==> src/verilog/lpp_pkg.sv <==
// constants shared by the link packet port, its checker and its testbench
// What this block does
// a software write of one to the transmit trigger bit sends one packet from the outgoing words and the bit clears itself when the send completes.
// while the link is in Active_U0 the port sends Port Capabilities and Port Configuration Response on its own, setting and clearing the trigger itself.
// two 32-bit read-write outgoing packet words sit at offsets four and five and form the packet that is sent.
// each incoming packet is captured into two 32-bit incoming words at offsets six and seven for software to read.
// a 4-bit receive counter counts every received packet, wraps from fifteen to zero, and can be written by software.
// any received packet sets a flag in bit seven that requests an interrupt, and software can write that flag to clear it.
// after Active_U0 is reached, a received Port Configuration packet sets status bit thirty.
// after Active_U0 is reached, a received Port Capabilities packet sets status bit thirty-one.
// software finishes both outgoing words before triggering and leaves them alone until the trigger reads back zero.
// the lower-offset word goes out first and the higher-offset word second, and received packets are stored in the same order.
package lpp_pkg;

    // register offsets, counted in register indices
    localparam logic [3:0] OFS_CONFIG  = 4'h0;
    localparam logic [3:0] OFS_TX_W0   = 4'h4;
    localparam logic [3:0] OFS_TX_W1   = 4'h5;
    localparam logic [3:0] OFS_RX_W0   = 4'h6;
    localparam logic [3:0] OFS_RX_W1   = 4'h7;
    localparam logic [3:0] OFS_RX_STAT = 4'h8;

    // field positions
    localparam int TRIGGER_BIT   = 0;
    localparam int COUNT_LSB     = 0;
    localparam int COUNT_W       = 4;
    localparam int ANY_FLAG_BIT  = 7;
    localparam int CFG_SEEN_BIT  = 30;
    localparam int CAP_SEEN_BIT  = 31;

    // reset values
    localparam logic [31:0] WORD_RESET  = 32'h0000_0000;
    localparam logic [3:0]  COUNT_RESET = 4'h0;

    // link management packet header layout in word 0
    localparam int PKT_TYPE_LSB    = 0;
    localparam int PKT_TYPE_W      = 5;
    localparam int PKT_SUBTYPE_LSB = 5;
    localparam int PKT_SUBTYPE_W   = 4;

    // header codes used to recognise and build management packets
    localparam logic [4:0] TYPE_LINK_MGMT    = 5'h00;
    localparam logic [3:0] SUB_PORT_CAP      = 4'h1;
    localparam logic [3:0] SUB_PORT_CFG      = 4'h2;
    localparam logic [3:0] SUB_PORT_CFG_RESP = 4'h3;

    typedef enum logic [1:0] {
        ST_IDLE,
        ST_SW_SEND,
        ST_CAP_SEND,
        ST_RESP_SEND
    } lpp_state_type;

endpackage

==> src/verilog/lpp_tx_sender.sv <==
// holds one two-word packet on the link until the link takes it
`timescale 1ns/1ps
module lpp_tx_sender #(
    parameter int WORD_W = 32
) (
    // clock and reset
    input  wire logic              ref_clk,
    input  wire logic              rst,
    // request from the port
    input  wire logic              start,
    input  wire logic [WORD_W-1:0] word0,
    input  wire logic [WORD_W-1:0] word1,
    output logic                   done,
    // link side
    output logic                   tx_valid,
    output logic [WORD_W-1:0]      tx_word0,
    output logic [WORD_W-1:0]      tx_word1,
    input  wire logic              tx_ready
);

    logic              valid_reg;
    logic              valid_next;
    logic              done_reg;
    logic              done_next;
    logic [WORD_W-1:0] w0_reg;
    logic [WORD_W-1:0] w0_next;
    logic [WORD_W-1:0] w1_reg;
    logic [WORD_W-1:0] w1_next;

    always_comb begin
        valid_next = valid_reg;
        done_next  = 1'b0;
        w0_next    = w0_reg;
        w1_next    = w1_reg;
        if (valid_reg) begin
            if (tx_ready) begin
                valid_next = 1'b0;
                done_next  = 1'b1;
            end
        end else if (start) begin
            // copy taken so later register writes cannot corrupt the frame
            valid_next = 1'b1;
            w0_next    = word0;
            w1_next    = word1;
        end
    end

    always_ff @(posedge ref_clk) begin
        if (rst) begin
            valid_reg <= 1'b0;
            done_reg  <= 1'b0;
            w0_reg    <= '0;
            w1_reg    <= '0;
        end else begin
            valid_reg <= valid_next;
            done_reg  <= done_next;
            w0_reg    <= w0_next;
            w1_reg    <= w1_next;
        end
    end

    assign tx_valid = valid_reg;
    assign tx_word0 = w0_reg;
    assign tx_word1 = w1_reg;
    assign done     = done_reg;

endmodule

==> src/verilog/lpp_packet_port.sv <==
// multi-purpose packet port: registers, automatic management replies and receive capture
`timescale 1ns/1ps
module lpp_packet_port #(
    parameter logic [31:0] AUTO_WORD1 = 32'h0000_0000
) (
    // clock and reset
    input  wire logic        ref_clk,
    input  wire logic        rst,
    // register port
    input  wire logic [3:0]  reg_addr,
    input  wire logic        reg_wr,
    input  wire logic        reg_rd,
    input  wire logic [31:0] reg_wdata,
    output logic      [31:0] reg_rdata,
    // link state
    input  wire logic        link_u0,
    // outgoing packet toward the link
    output logic             tx_valid,
    output logic      [31:0] tx_word0,
    output logic      [31:0] tx_word1,
    input  wire logic        tx_ready,
    // incoming packet from the link
    input  wire logic        rx_valid,
    input  wire logic [31:0] rx_word0,
    input  wire logic [31:0] rx_word1,
    // interrupt request
    output logic             rx_irq
);

    // recognise a management packet of a given subtype
    function automatic logic is_mgmt(input logic [31:0] w0, input logic [3:0] sub);
        logic type_ok;
        logic sub_ok;
        type_ok = (w0[lpp_pkg::PKT_TYPE_LSB +: lpp_pkg::PKT_TYPE_W]
                   == lpp_pkg::TYPE_LINK_MGMT);
        sub_ok  = (w0[lpp_pkg::PKT_SUBTYPE_LSB +: lpp_pkg::PKT_SUBTYPE_W] == sub);
        return type_ok && sub_ok;
    endfunction

    // build word 0 of a management packet
    function automatic logic [31:0] mgmt_word0(input logic [3:0] sub);
        logic [31:0] w;
        w = '0;
        w[lpp_pkg::PKT_TYPE_LSB +: lpp_pkg::PKT_TYPE_W]       = lpp_pkg::TYPE_LINK_MGMT;
        w[lpp_pkg::PKT_SUBTYPE_LSB +: lpp_pkg::PKT_SUBTYPE_W] = sub;
        return w;
    endfunction

    // register state
    logic [31:0]                  tx_w0_reg;
    logic [31:0]                  tx_w0_next;
    logic [31:0]                  tx_w1_reg;
    logic [31:0]                  tx_w1_next;
    logic [31:0]                  rx_w0_reg;
    logic [31:0]                  rx_w0_next;
    logic [31:0]                  rx_w1_reg;
    logic [31:0]                  rx_w1_next;
    logic [3:0]                   count_reg;
    logic [3:0]                   count_next;
    logic                         any_reg;
    logic                         any_next;
    logic                         cfg_seen_reg;
    logic                         cfg_seen_next;
    logic                         cap_seen_reg;
    logic                         cap_seen_next;
    logic [31:0]                  rdata_reg;
    logic [31:0]                  rdata_next;

    // sequencing state
    lpp_pkg::lpp_state_type       state_reg;
    lpp_pkg::lpp_state_type       state_next;
    logic                         trigger_reg;
    logic                         trigger_next;
    logic                         u0_prev_reg;
    logic                         u0_prev_next;
    logic                         pend_cap_reg;
    logic                         pend_cap_next;
    logic                         pend_resp_reg;
    logic                         pend_resp_next;

    // sender handshake
    logic                         snd_start;
    logic [31:0]                  snd_w0;
    logic [31:0]                  snd_w1;
    logic                         snd_done;

    // decoded accesses
    logic wr_config;
    logic wr_tx0;
    logic wr_tx1;
    logic wr_rx0;
    logic wr_rx1;
    logic wr_stat;
    logic rx_is_cfg;
    logic rx_is_cap;

    assign wr_config = reg_wr && (reg_addr == lpp_pkg::OFS_CONFIG);
    assign wr_tx0    = reg_wr && (reg_addr == lpp_pkg::OFS_TX_W0);
    assign wr_tx1    = reg_wr && (reg_addr == lpp_pkg::OFS_TX_W1);
    assign wr_rx0    = reg_wr && (reg_addr == lpp_pkg::OFS_RX_W0);
    assign wr_rx1    = reg_wr && (reg_addr == lpp_pkg::OFS_RX_W1);
    assign wr_stat   = reg_wr && (reg_addr == lpp_pkg::OFS_RX_STAT);
    assign rx_is_cfg = rx_valid && is_mgmt(rx_word0, lpp_pkg::SUB_PORT_CFG);
    assign rx_is_cap = rx_valid && is_mgmt(rx_word0, lpp_pkg::SUB_PORT_CAP);

    // register file: writes, receive capture and status
    always_comb begin
        tx_w0_next    = tx_w0_reg;
        tx_w1_next    = tx_w1_reg;
        rx_w0_next    = rx_w0_reg;
        rx_w1_next    = rx_w1_reg;
        count_next    = count_reg;
        any_next      = any_reg;
        cfg_seen_next = cfg_seen_reg;
        cap_seen_next = cap_seen_reg;
        if (wr_tx0) begin
            tx_w0_next = reg_wdata;
        end
        if (wr_tx1) begin
            tx_w1_next = reg_wdata;
        end
        if (wr_rx0) begin
            rx_w0_next = reg_wdata;
        end
        if (wr_rx1) begin
            rx_w1_next = reg_wdata;
        end
        if (wr_stat) begin
            count_next = reg_wdata[lpp_pkg::COUNT_LSB +: lpp_pkg::COUNT_W];
            any_next   = reg_wdata[lpp_pkg::ANY_FLAG_BIT];
        end
        // capture beats a simultaneous write, except the count, which takes the written value plus one
        if (rx_valid) begin
            rx_w0_next = rx_word0;
            rx_w1_next = rx_word1;
            count_next = count_next + 4'h1;
            any_next   = 1'b1;
        end
        if (!link_u0) begin
            cfg_seen_next = 1'b0;
            cap_seen_next = 1'b0;
        end else begin
            if (rx_is_cfg) begin
                cfg_seen_next = 1'b1;
            end
            if (rx_is_cap) begin
                cap_seen_next = 1'b1;
            end
        end
    end

    // read data, registered one cycle after the read strobe
    always_comb begin
        rdata_next = rdata_reg;
        if (reg_rd) begin
            rdata_next = '0;
            unique case (reg_addr)
                lpp_pkg::OFS_CONFIG: begin
                    rdata_next[lpp_pkg::TRIGGER_BIT] = trigger_reg;
                end
                lpp_pkg::OFS_TX_W0: begin
                    rdata_next = tx_w0_reg;
                end
                lpp_pkg::OFS_TX_W1: begin
                    rdata_next = tx_w1_reg;
                end
                lpp_pkg::OFS_RX_W0: begin
                    rdata_next = rx_w0_reg;
                end
                lpp_pkg::OFS_RX_W1: begin
                    rdata_next = rx_w1_reg;
                end
                lpp_pkg::OFS_RX_STAT: begin
                    rdata_next[lpp_pkg::COUNT_LSB +: lpp_pkg::COUNT_W] = count_reg;
                    rdata_next[lpp_pkg::ANY_FLAG_BIT]                 = any_reg;
                    rdata_next[lpp_pkg::CFG_SEEN_BIT]                 = cfg_seen_reg;
                    rdata_next[lpp_pkg::CAP_SEEN_BIT]                 = cap_seen_reg;
                end
                default: begin
                    rdata_next = '0;
                end
            endcase
        end
    end

    // transmit sequencing: software sends and automatic management replies
    always_comb begin
        state_next     = state_reg;
        trigger_next   = trigger_reg;
        u0_prev_next   = link_u0;
        pend_cap_next  = pend_cap_reg;
        pend_resp_next = pend_resp_reg;
        snd_start      = 1'b0;
        snd_w0         = tx_w0_reg;
        snd_w1         = tx_w1_reg;
        // arm the capabilities send on entry to Active_U0 and the response on a Port Configuration received in Active_U0
        if (link_u0 && !u0_prev_reg) begin
            pend_cap_next = 1'b1;
        end
        if (link_u0 && rx_is_cfg) begin
            pend_resp_next = 1'b1;
        end
        unique case (state_reg)
            lpp_pkg::ST_IDLE: begin
                if (wr_config && reg_wdata[lpp_pkg::TRIGGER_BIT]) begin
                    state_next   = lpp_pkg::ST_SW_SEND;
                    trigger_next = 1'b1;
                    snd_start    = 1'b1;
                end else if (link_u0 && pend_cap_reg) begin
                    state_next    = lpp_pkg::ST_CAP_SEND;
                    trigger_next  = 1'b1;
                    pend_cap_next = 1'b0;
                    snd_start     = 1'b1;
                    snd_w0        = mgmt_word0(lpp_pkg::SUB_PORT_CAP);
                    snd_w1        = AUTO_WORD1;
                end else if (link_u0 && pend_resp_reg) begin
                    state_next     = lpp_pkg::ST_RESP_SEND;
                    trigger_next   = 1'b1;
                    pend_resp_next = 1'b0;
                    snd_start      = 1'b1;
                    snd_w0         = mgmt_word0(lpp_pkg::SUB_PORT_CFG_RESP);
                    snd_w1         = AUTO_WORD1;
                end
            end
            lpp_pkg::ST_SW_SEND,
            lpp_pkg::ST_CAP_SEND,
            lpp_pkg::ST_RESP_SEND: begin
                if (snd_done) begin
                    state_next   = lpp_pkg::ST_IDLE;
                    trigger_next = 1'b0;
                end
            end
        endcase
        // a dropped link abandons replies not yet started
        if (!link_u0) begin
            pend_cap_next  = 1'b0;
            pend_resp_next = 1'b0;
        end
    end

    always_ff @(posedge ref_clk) begin
        if (rst) begin
            tx_w0_reg     <= lpp_pkg::WORD_RESET;
            tx_w1_reg     <= lpp_pkg::WORD_RESET;
            rx_w0_reg     <= lpp_pkg::WORD_RESET;
            rx_w1_reg     <= lpp_pkg::WORD_RESET;
            count_reg     <= lpp_pkg::COUNT_RESET;
            any_reg       <= 1'b0;
            cfg_seen_reg  <= 1'b0;
            cap_seen_reg  <= 1'b0;
            rdata_reg     <= lpp_pkg::WORD_RESET;
            state_reg     <= lpp_pkg::ST_IDLE;
            trigger_reg   <= 1'b0;
            u0_prev_reg   <= 1'b0;
            pend_cap_reg  <= 1'b0;
            pend_resp_reg <= 1'b0;
        end else begin
            tx_w0_reg     <= tx_w0_next;
            tx_w1_reg     <= tx_w1_next;
            rx_w0_reg     <= rx_w0_next;
            rx_w1_reg     <= rx_w1_next;
            count_reg     <= count_next;
            any_reg       <= any_next;
            cfg_seen_reg  <= cfg_seen_next;
            cap_seen_reg  <= cap_seen_next;
            rdata_reg     <= rdata_next;
            state_reg     <= state_next;
            trigger_reg   <= trigger_next;
            u0_prev_reg   <= u0_prev_next;
            pend_cap_reg  <= pend_cap_next;
            pend_resp_reg <= pend_resp_next;
        end
    end

    lpp_tx_sender #(
        .WORD_W (32)
    ) u_sender (
        .ref_clk  (ref_clk),
        .rst      (rst),
        .start    (snd_start),
        .word0    (snd_w0),
        .word1    (snd_w1),
        .done     (snd_done),
        .tx_valid (tx_valid),
        .tx_word0 (tx_word0),
        .tx_word1 (tx_word1),
        .tx_ready (tx_ready)
    );

    assign reg_rdata = rdata_reg;
    assign rx_irq    = any_reg;

endmodule

==> config.mk <==
export PLATFORM = sky130hd
export DESIGN_NAME = lpp_packet_port
export DESIGN_NICKNAME = d
export VERILOG_FILES = /design/src/verilog/lpp_pkg.sv /design/src/verilog/lpp_tx_sender.sv /design/src/verilog/lpp_packet_port.sv
export SDC_FILE = /design/constraint.sdc
export NUM_CORES = 1
export LEC_CHECK = 0
export BUFFER_PORTS_ARGS = -buffer_cell sky130_fd_sc_hd__buf_2
export CAP_MARGIN = 15
export CORE_ASPECT_RATIO = 1.4
export CORE_MARGIN = 5
export CORE_UTILIZATION = 50
export DETAILED_ROUTE_END_ITERATION = 6
export GPL_ROUTABILITY_DRIVEN = 0
export HOLD_SLACK_MARGIN = 0.03
export PLACE_DENSITY_LB_ADDON = 0.25
export SYNTH_ARGS = -nofsm -noshare
export SYNTH_HDL_FRONTEND = slang
export SYNTH_SLANG_ARGS = --single-unit
==> constraint.sdc <==
create_clock -name ref_clk -period 5.3 [get_ports ref_clk]
set_input_delay 0.795 -clock ref_clk [delete_from_list [all_inputs] [get_ports ref_clk]]
set_output_delay 0.795 -clock ref_clk [all_outputs]
set_load 0.05 [all_outputs]
Word level (Yosys, flattened, before mapping)
Index checks and enable logic that the tools add are counted.

Register bits after elaboration: 239. Memory bits (writable): 0. Bits in read-only memories: 0. Output and inout port bits: 98. Memories: 0. Bits in latches: 0. Logic and storage cells: 109.

Reduce and logical (&&, ||, !) cells: 27. Mux-type cells: 49. $lt $le $gt $ge: 0. $add $sub $neg: 1. Multipliers: 0. Bitwise gates (word level): 2. Eq/ne operators: 12. Div/mod/pow operators: 0. Shift-type cells: 0.

Operators with widths (number): $mux 32 (12); $pmux 22 s4 (1); $mux 1 (23); $eq 4x3->1 const B (4); $logic_and 1x1->1 (15); $pmux 3 s5 (1); $pmux 3 s4 (1); $pmux 2 s5 (1); $mux 2 (4); $mux 4 (2); $pmux 1 s6 (1); $reduce_bool 2->1 (3); $logic_not 5->1 (1); $pmux 1 s5 (1); $add 4x1->4 const B (1); $eq 2x2->1 const B (2); $eq 4x1->1 const B (1); $eq 4x2->1 const B (1); $eq 4x4->1 const B (1); $logic_not 4->1 (1); $ne 4x4->1 const B (1); $pmux 2 s2 (1); $reduce_and 2->1 (2); $reduce_or 2->1 (2); 7 further kinds (8).

Logic depth before layout (Yosys ltp)
Gate-level depths: netlist of run 1.

Depth in word-level cells: 9. Gate-level depth with buffers: 8.

Hierarchy
Synthesis of run 1 repeated with hierarchy kept, for this count alone.

Cells, all modules: 1289. Area, all modules: 11457.2 µm².

Modules (own cells, without submodules): lpp_packet_port (cells each 991, area an instance 8160.3 µm², instances 1, sequential area each 3463.3 µm²); lpp_tx_sender (cells each 298, area an instance 3296.9 µm², instances 1, sequential area each 1321.3 µm²).

Worst setup path after synthesis of run 1
No wires, ideal clock.

Kind: input -> register. Start: input reg_addr[0]. End: register count_reg[2]. Stages on the path: 8. Data arrival time: 2.407 ns. Path buffers: 1. Setup slack: 2.772 ns. Setup time: 0.121 ns. Cell sequence: buf_4 -> nor4b_4 -> nand2_4 -> mux2_4 -> ha_1 -> nand2_1 -> nor2_1 -> mux2_2.

Longest elaborated chain between the ends: 5.

RTL lines: from (decl) (line lpp_packet_port.sv:10) `input wire logic [3:0] reg_addr,`; $eq 4x4->1 (*) (line lpp_packet_port.sv:102) `assign wr_stat = reg_wr && (reg_addr == lpp_pkg::OFS_RX_STAT);`; $logic_and 1x1->1 (*) (line lpp_packet_port.sv:102); $mux 4 (*) (line lpp_packet_port.sv:128) `if (wr_stat) begin`; $add 4x1->4 (line lpp_packet_port.sv:136) `count_next = count_next + 4'h1;`; $mux 4 (*) (line lpp_packet_port.sv:133) `if (rx_valid) begin`; to (signal assigned) (line lpp_packet_port.sv:247) `count_reg <= lpp_pkg::COUNT_RESET;`; to (signal assigned) (line lpp_packet_port.sv:262) `count_reg <= count_next;`; to (decl) (line lpp_packet_port.sv:58) `logic [3:0] count_reg;`.

Mark *: on every way between the ends. The rest lies on a longest branch, timed or not. A chain may end at the register's enable or synchronous reset.

Final worst setup path of run 1
Start: input reg_addr[0]. End: register tx_w1_reg[5].

Longest elaborated chain between the ends: 2.

RTL lines: $eq 4x3->1 (line lpp_packet_port.sv:99) `assign wr_tx1 = reg_wr && (reg_addr == lpp_pkg::OFS_TX_W1);`; $logic_and 1x1->1 (line lpp_packet_port.sv:99); to (signal assigned) (line lpp_packet_port.sv:244) `tx_w1_reg <= lpp_pkg::WORD_RESET;`; to (signal assigned) (line lpp_packet_port.sv:259) `tx_w1_reg <= tx_w1_next;`; to (decl) (line lpp_packet_port.sv:52) `logic [31:0] tx_w1_reg;`.

No other way between the ends.

==> metrics, run 1 <==
GRT Util Overall 0.255; largest stage delay on the critical path 940 ps; Post-DP HPWL 18.4 mm; root buffer cell clkbuf_16; first-pass detailed-route iteration total 6; met2 routed WL 14.5 mm; vias in the first global route 8,487; IO Pins 205; largest family of logic cells by synthesized area compound AO/OA/AOI/OAI gates; Post-synth EDFFs 0; Post-synth ARST share 0; ys flop type dfxtp_1; sequential area share after synthesis 0.496; die width 127 um; layout cells sized above 1 0.227; Filler Cell Count 1,720; post-layout util 0.599; Post-Synth Simple-Gate Area 0.215; Synth Area in Adders 0.00130; antenna violations before repair 1; routed via count 8,780; CTS resizes 0; launch point of the critical path reg_addr[0]; commonest non-fill, non-tap cells in the layout dfxtp_1, buf_2, nand2_1, a22o_1, a21oi_1; Post-CTS Setup Bufs 0; CP Launch Type input pin; Final Setup Violations 0; core area 0.0191 mm^2; Starting Density 0.504; Critical Path RT 5720 ps; top sig layer met4; global-route wire length before repair 46.0 mm; endpoints failing hold 0; reg2reg end u_sender.tx_word0[31]$_SDFFE_PP0P_; design area 0.0115 mm^2; Yosys reg bits 239; Final ANT Viol Nets 0; clock-pin slew on the worst setup and hold paths 60 ps; mux cell area share after synthesis 0.00752; CTS sink count 239; pre-CTS setup slack 2170 ps; class of the worst hold path flip-flop to flip-flop; synthesized area 0.00965 mm^2; average wire per standard cell 20.1 um; Fin Setup TNS 0 ps; post-synth top area cell dfxtp_1; top cells by area, synth dfxtp_1, a22o_1, nand2_1; Power per Cell Area 337 mW/mm^2; Die Area 0.0222 mm^2; Worst Hold End reg_rdata[25]$_SDFFE_PP0P_; Hold Crit Start reg_rdata[25]$_SDFFE_PP0P_; r2r startpoint pend_resp_reg$_SDFF_PP0_; DR vias/cell 5.96; met3 wire len 1.96 mm; slowest cell on the critical path and4bb_2; final worst path period need 2680 ps; count of cell types in the netlist 49; final wirelength 29.6 mm; syn_nets 1,174; XOR/XNOR share of the synthesized area 0.00181; initial DRC count 727; Clock Tree Buf Depth 3; Yosys Warn Count 0; largest net degree at the start of global routing 116; fin crit share 0.506; dpl cell area 0.0107 mm^2; Critical Path End Type flip-flop; crit path kind input pin to flip-flop; worst path arrival time 3100 ps; syn_area_per_cell 9.05 um^2; GRT overflow 0; Hold Path Depth 2; CTS tree done; synth-to-layout area growth 18.9%; R2R setup slack 2970 ps; Synth Instances 1,066; worst setup margin 2620 ps; critical-path maximum fanout 34; RSZ-0062 raised after global routing no; CTS Hold Bufs 0; Fin Clk Skew 10.6 ps; fmax 373 MHz; Die Y 174 um; final net count 1,315; maximum capacitance violations 0; IO buf count 204; CTS H-Tree Depth 1; reg2reg path depth 5; status complete, no violations; post-synth top area share 0.496; CTS Buf Count 23; Peak supply drop 0.205 mV; DR DRC count 0; clk_lat worst skew 510 ps; worst slew pin tran 1120 ps; Final Max Tran Viols 0; compound-cell area share of the yosys netlist 0.233; Worst slew margin 0.251; most common cell after layout, fill and taps aside dfxtp_1; met1 WL 12.1 mm; crit path cell chain buf_2 -> and4bb_2 -> and2_2 -> nand2_1 -> a21oi_1; Leak 4.79 nW; FP Rows 60
## worst max-delay path, delay by kind of cell
kind / cells / cell delay (ps)
buffers and inverters: 1 / 260
AND/OR/NAND/NOR: 3 / 1880
AO/OA/AOI/OAI: 1 / 150
## synthesized netlist by cell type (all sizes together), types with 2 or more instances
cell type,n
dfxtp,239
nand2,163
a22o,87
a21oi,71
a211oi,68
nor3,67
and3,66
nor2b,65
clkbuf,64
buf,37
o21ai,28
a221oi,25
nor2,17
a311oi,8
a222oi,7
nand2b,7
a22oi,6
inv,5
mux2,4
nand4,3
nor4,3
a31oi,2
and2,2
and4bb,2
mux2i,2
nand4bb,2
nor4b,2
## cell type report
type	count	area, um^2	area share
Clock inverter	13	150	0.0131
Sequential cell	239	4780	0.417
Clock buffer	28	634	0.0553
Antenna cell	1	2.50	0.000218
Timing Repair Buffer	217	1120	0.0979
Inverter	5	18.8	0.00164
Tap cell	248	310	0.0270
Multi-Input combinational cell	721	4450	0.388
## report_power, final
group | total [W] | switching, W | internal (W)
Clock | 0.00170 | 0.000702 | 0.00100
Sequential | 0.00188 | 0.0000308 | 0.00185
Combinational | 0.000292 | 0.000187 | 0.000105
Total | 0.00387 | 0.000920 | 0.00295
## cell families (layout without fill, tap and decap cells)
logic type,Yosys count,count (layout)
and+or+nand+nor,403,403
AOI/OAI and AO/OA,309,309
DFF,239,239
buffers and inverters,106,263
muxes,6,6
xor gates and xnor gates,2,2
adders and majority gates,1,1
other,0,1
## worst max-delay path by stage
stage | end | cells after the start
2_1_floorplan | count_reg[2]$_SDFF_PP0_ | 8
3_3_place_gp | tx_w1_reg[26]$_SDFFE_PP0P_ | 5
3_5_place_dp | tx_w1_reg[11]$_SDFFE_PP0P_ | 5
4_1_cts | tx_w1_reg[11]$_SDFFE_PP0P_ | 5
5_1_grt | tx_w1_reg[25]$_SDFFE_PP0P_ | 5
6_report | tx_w1_reg[5]$_SDFFE_PP0P_ | 5
## through the flow
stage | hold WS, ps | power, W | cells
2_1_floorplan | 437 | 0.00209 | 1066
3_3_place_gp | 438 | 0.00220 | 1430
3_5_place_dp | 440 | 0.00221 | 1430
4_1_cts | 458 | 0.00390 | 1471
5_1_grt | 475 | 0.00401 | 1472
6_report | 453 | 0.00387 | 1472
## metal layers
layer  track usage  vias up
met5             0        -
met1         0.334     4204
li1              -     4164
met4        0.0957        0
met2         0.425      349
met3        0.0360       63
Note: power is estimated with default switching activity, not from simulation.
==> inputs of run 2 (changes only) <==
Settings changed: CORE_UTILIZATION 50 to 49.
Clock period 5.3 ns to 2.4 ns, I/O delays scaled along.
==> run 2 against run 1 <==
Combinational power up 130%. Count of clock-buffer cells in the layout up 5. Power up 130%. Final area up 2.5%. Non-clock buffer count up 16. Clock power up 130%. Clock skew up 8.2 ps. Wire length up 3.4%. Register-to-register slack worse by 2700 ps. Core utilization up 1.0 points. Die area up 1.9%. Cell count up 1.2%. Critical path type is now flip-flop to flip-flop. Critical endpoint is now u_sender.tx_word0[22]$_SDFFE_PP0P_. Largest power group unchanged. Highest routed layer unchanged.
==> metrics, run 2 (synthesis gave the netlist of run 1 again) <==
Filler Cell Count 1,706 (-0.81%); fin crit share 0.877; top sig layer met4; Leak 4.92 nW (+2.7%); final net count 1,332 (+1.3%); CP delay by family, top compound AO/OA/AOI/OAI gates; die width 129 um (+0.93%); status complete, no violations; global-route wire length before repair 47.9 mm (+4.0%); Final ANT Viol Nets 0 (unchanged); post-route total power 0.00877 W (+130%); CTS Buf Count 24 (+4.3%); worst hold slack 110 ps (-342 ps); met3 wire len 2.11 mm (+7.4%); clk_lat worst skew 510 ps (about the same); worst path arrival time 2550 ps (-550 ps); endpoints failing hold 0 (unchanged); Final Max Tran Viols 0 (unchanged); Clock Tree Buf Depth 3 (unchanged); worst slew pin tran 860 ps (-264 ps); largest net degree at the start of global routing 109 (-6.0%); final wirelength 30.6 mm (+3.4%); Fin Setup TNS 0 ps (unchanged); Post-CTS Setup Bufs 0 (unchanged); Die Y 176 um (+0.96%); Die Area 0.0226 mm^2 (+1.9%); CTS sink count 239 (unchanged); average wire per standard cell 20.5 um (+2.1%); first-pass detailed-route iteration total 5 (-1); met1 WL 12.6 mm (+4.4%); layout cells sized above 1 0.234 (+0.00718); design area 0.0118 mm^2 (+2.5%); Final Setup Violations 0 (unchanged); commonest non-fill, non-tap cells in the layout dfxtp_1, buf_2, nand2_1, a22o_1, a21oi_1; largest stage delay on the critical path 720 ps (-220 ps); fmax 475 MHz; Hold Path Depth 2 (unchanged); maximum capacitance violations 0 (unchanged); initial DRC count 740 (+1.8%); reg2reg path depth 5 (unchanged); Worst slew margin 0.426 (+0.175); antenna violations before repair 1 (unchanged); Pint 0.00671 W (+130%); CP Launch Type flip-flop; Critical Path End Type flip-flop; root buffer cell clkbuf_16; CTS H-Tree Depth 1 (unchanged); DR DRC count 0 (unchanged); Switching Share 0.235 (-0.00236); Post-DP HPWL 19.4 mm (+5.6%); clock-pin slew on the worst setup and hold paths 60 ps (about the same); FP Rows 60 (unchanged); cell depth of the worst setup path 5 (unchanged); Starting Density 0.500 (-0.00392); CP bufs+invs 1 (unchanged); crit path kind flip-flop to flip-flop; IO Pins 205 (unchanged); routed via count 8,942 (+1.8%); DR vias/cell 6.00 (+0.61%); Peak supply drop 0.520 mV (+150%); vias in the first global route 8,778 (+3.4%); CTS tree done; critical-path maximum fanout 39 (+15%); Critical Path RT 2850 ps (-2870 ps); met2 routed WL 14.9 mm (+3.3%); CTS resizes 0 (unchanged); synth-to-layout area growth 21.8%; Fin Clk Skew 18.8 ps (+8.22 ps); most common cell after layout, fill and taps aside dfxtp_1; GRT Util Overall 0.260 (+0.00478); Clk pwr share 0.451 (+0.011); core area 0.0193 mm^2 (+0.78%); switching power 0.00206 W (+120%); crit path cell chain o21ai_0 -> o31ai_2 -> a21oi_4 -> buf_12 -> a22o_1; RSZ-0062 raised after global routing no; IO buf count 204 (unchanged); CTS Hold Bufs 0 (unchanged); final worst path period need 2100 ps; slowest cell on the critical path a21oi_4; Power per Cell Area 746 mW/mm^2 (+120%); Sequential Power Share 0.473 (-0.012); Comb pwr share 0.076 (about the same); class of the worst hold path input pin to flip-flop; GRT overflow 0 (unchanged); dpl cell area 0.0109 mm^2 (+2.1%)
[run 2: changes by cell type in the layout (fill, tap and decap cells not counted), moves of 2 or more]
cell / previous run / this run
buf_12: 0 / 9
buf_4: 15 / 22
clkinv_2: 7 / 4
clkbuf_1: 1 / 3
clkbuf_16: 23 / 25
clkinv_4: 1 / 3
nand2_1: 160 / 162
nand2_2: 2 / 0
[run 2: per-stage QoR]
step / worst slack (ps) / cells / utilization
after floorplan: 307 / 1066 / -
after global placement: 262 / 1446 / 0.566
after detailed placement: 160 / 1446 / 0.566
after CTS: 273 / 1489 / 0.609
after global routing: 154 / 1490 / 0.609
final: 296 / 1490 / 0.609
[run 2: path summary, 6_finish.rpt]
| kind | slack, ps | to | startpoint |
|---|---|---|---|
| setup / recovery | 300 | u_sender.tx_word0[22]$_SDFFE_PP0P_ | pend_resp_reg$_SDFF_PP0_ |
| hold / removal | 110 | u_sender.done$_SDFF_PP0_ | tx_ready |
| setup reg to reg | 300 | u_sender.tx_word0[22]$_SDFFE_PP0P_ | pend_resp_reg$_SDFF_PP0_ |
| hold reg to reg | 450 | reg_rdata[25]$_SDFFE_PP0P_ | reg_rdata[25]$_SDFFE_PP0P_ |
[run 2: worst register-to-register path, cell delays in order, from the launching register on]
cell and delay (ps):
dfxtp_1 330, o21ai_0 310, o31ai_2 170, a21oi_4 720
buf_12 300, a22o_1 220
[run 2: area by class of cell]
type	instances	area (um^2)	area share
Clock inverter	10	136	0.0116
Antenna cell	1	2.50	0.000213
Clock buffer	33	706	0.0600
Inverter	5	18.8	0.00160
Sequential cell	239	4780	0.407
Tap cell	248	310	0.0264
Timing Repair Buffer	233	1360	0.115
Multi-Input combinational cell	721	4440	0.378
[run 2: power groups by stage]
stage	sequential, W	combinational (W)	clock, W
floorplan	0.00425	0.000365	0
global route	0.00415	0.000729	0.00416
CTS	0.00414	0.000669	0.00401
global placement	0.00423	0.000657	0
detailed placement	0.00423	0.000665	0
finish	0.00415	0.000670	0.00396
[run 2: per-layer routing]
metal / up-vias / GRT usage
li1: 4191 / -
met3: 58 / 0.0415
met1: 4335 / 0.342
met5: - / 0
met4: 0 / 0.0792
met2: 358 / 0.438
==> inputs of run 3 (changes only) <==
Settings changed: BUFFER_PORTS_ARGS -buffer_cell sky130_fd_sc_hd__buf_2 to default, CORE_UTILIZATION 49 to 50, DONT_BUFFER_PORTS from default to 1.
==> run 3 against run 2 <==
Sequential power about the same. Power down 5.2%. Via count down 3.6%. Setup slack better by 210 ps. Critical endpoint is now u_sender.tx_word0[5]$_SDFFE_PP0P_. Highest routed layer unchanged.
==> metrics, run 3 (synthesis gave the netlist of run 1 again) <==
status complete, no violations; Critical Path End Type flip-flop; Fin Setup TNS 0 ps (unchanged); clk_lat worst skew 510 ps (about the same); Die Y 174 um (-0.95%); Power per Cell Area 722 mW/mm^2 (-3.3%); endpoints failing hold 0 (unchanged); global-route wire length before repair 48.8 mm (+2.0%); final net count 1,218 (-8.6%); CP delay by family, top compound AO/OA/AOI/OAI gates; post-route total power 0.00832 W (-5.2%); Diodes inserted 0 (-1); crit path cell chain o21ai_0 -> o31ai_2 -> a21oi_1 -> a311oi_1 -> dlygate4sd3_1; Clock Tree Buf Depth 3 (unchanged); maximum capacitance violations 0 (unchanged); FP Rows 60 (unchanged); CTS tree done; final worst path period need 1900 ps (-205 ps); DR vias/cell 6.27 (+4.5%); Fin Clk Skew 12.9 ps (-5.91 ps); Die Area 0.0222 mm^2 (-1.9%); critical-path maximum fanout 4 (-90%); fmax 527 MHz (+11%); average wire per standard cell 22.8 um (+11%); initial DRC count 788 (+6.5%); core area 0.0191 mm^2 (-0.78%); Final Setup Violations 0 (unchanged); Critical Path RT 2790 ps (-60 ps); Final ANT Viol Nets 0 (unchanged); worst setup margin 501 ps (+205 ps); antenna violations before repair 0 (-1); Leak 4.34 nW (-12%); Worst slew margin 0.603 (+0.177); worst slew pin tran 595 ps (-265 ps); Starting Density 0.504 (+0.00392); worst hold slack 41.4 ps (-68.9 ps); CTS sink count 239 (unchanged); slowest cell on the critical path dlygate4sd3_1; Post-CTS Setup Bufs 0 (unchanged); crit path kind flip-flop to flip-flop; R2R setup slack 500 ps (+210 ps); IO buf count 0 (-100%); CP bufs+invs 1 (unchanged); vias in the first global route 8,609 (-1.9%); first-pass detailed-route iteration total 5 (unchanged); root buffer cell clkbuf_16; synth-to-layout area growth 19.4%; Peak supply drop 0.594 mV (+14%); CTS H-Tree Depth 1 (unchanged); clock-pin slew on the worst setup and hold paths 70 ps (about the same); most common cell after layout, fill and taps aside dfxtp_1; CTS Buf Count 24 (unchanged); Final Max Tran Viols 0 (unchanged); largest net degree at the start of global routing 136 (+25%); routed via count 8,618 (-3.6%); IO Pins 205 (unchanged); die width 127 um (-0.93%); RSZ-0062 raised after global routing no; final wirelength 31.4 mm (+2.7%); GRT overflow 0 (unchanged); pre-CTS setup slack 545 ps (+385 ps); commonest non-fill, non-tap cells in the layout dfxtp_1, nand2_1, dlygate4sd3_1, a22o_1, a21oi_1; DR DRC count 0 (unchanged); GRT Util Overall 0.271 (+0.0114); fin crit share 0.791 (-0.0854); class of the worst hold path input pin to flip-flop; Post-DP HPWL 18.0 mm (-7.1%); layout cells sized above 1 0.0728 (-0.162); largest stage delay on the critical path 560 ps (-160 ps); CP Launch Type flip-flop; worst path arrival time 2290 ps (-260 ps)
-- run 3: cell type report --
cell class | count | area [um^2]
clock inverters | 6 | 41.3
inverters | 5 | 18.8
flip-flops and latches | 239 | 4780
well taps | 248 | 310
repair buffers | 119 | 1210
multi-input cells | 721 | 4450
fillers | 1668 | 7620
clock buffers | 36 | 707
-- run 3: path summary, 6_finish.rpt --
check | start | depth (start not counted) | to
worst max-delay path | pend_resp_reg$_SDFF_PP0_ | 5 | u_sender.tx_word0[5]$_SDFFE_PP0P_
worst min-delay path | rx_word0[7] | 2 | rx_w0_reg[7]$_SDFFE_PP0P_
worst max register to register | pend_resp_reg$_SDFF_PP0_ | 5 | u_sender.tx_word0[5]$_SDFFE_PP0P_
worst min register to register | tx_w0_reg[29]$_SDFFE_PP0P_ | 2 | tx_w0_reg[29]$_SDFFE_PP0P_
-- run 3: metrics by stage --
step / instance area (um^2) / std cells / utilization
6_report: 11500 / 1374 / 0.602
5_1_grt: 11500 / 1374 / 0.602
2_1_floorplan: 9650 / 1066 / -
3_3_place_gp: 9810 / 1237 / 0.512
3_5_place_dp: 9810 / 1237 / 0.512
4_1_cts: 11500 / 1373 / 0.602
-- run 3: repair_timing --
action,in CTS,in global routing
resized for setup,0,0
hold endpoints to repair,144,1
hold buffers,94,1
endpoints found under the setup margin,0,0
-- run 3: worst register-to-register path, cell delays in order (launching register included) --
cell and delay [ps]:
dfxtp_1 330, o21ai_0 410, o31ai_2 230, a21oi_1 200
a311oi_1 70, dlygate4sd3_1 560
-- run 3: metal layers --
| layer | vias to the layer above | wire length [um] | global-route usage |
|---|---|---|---|
| li1 | 3968 | - | - |
| met1 | 4134 | 12400 | 0.344 |
| met2 | 436 | 15300 | 0.454 |
| met3 | 80 | 2670 | 0.0615 |
| met4 | 0 | 964 | 0.0912 |
| met5 | - | 0 | 0 |
-- run 3: report_power, final --
part,total [W],internal (W),switching (W)
registers,0.00418,0.00408,0.000108
clock network,0.00358,0.00204,0.00154
logic,0.000552,0.000272,0.000279
total,0.00832,0.00639,0.00193
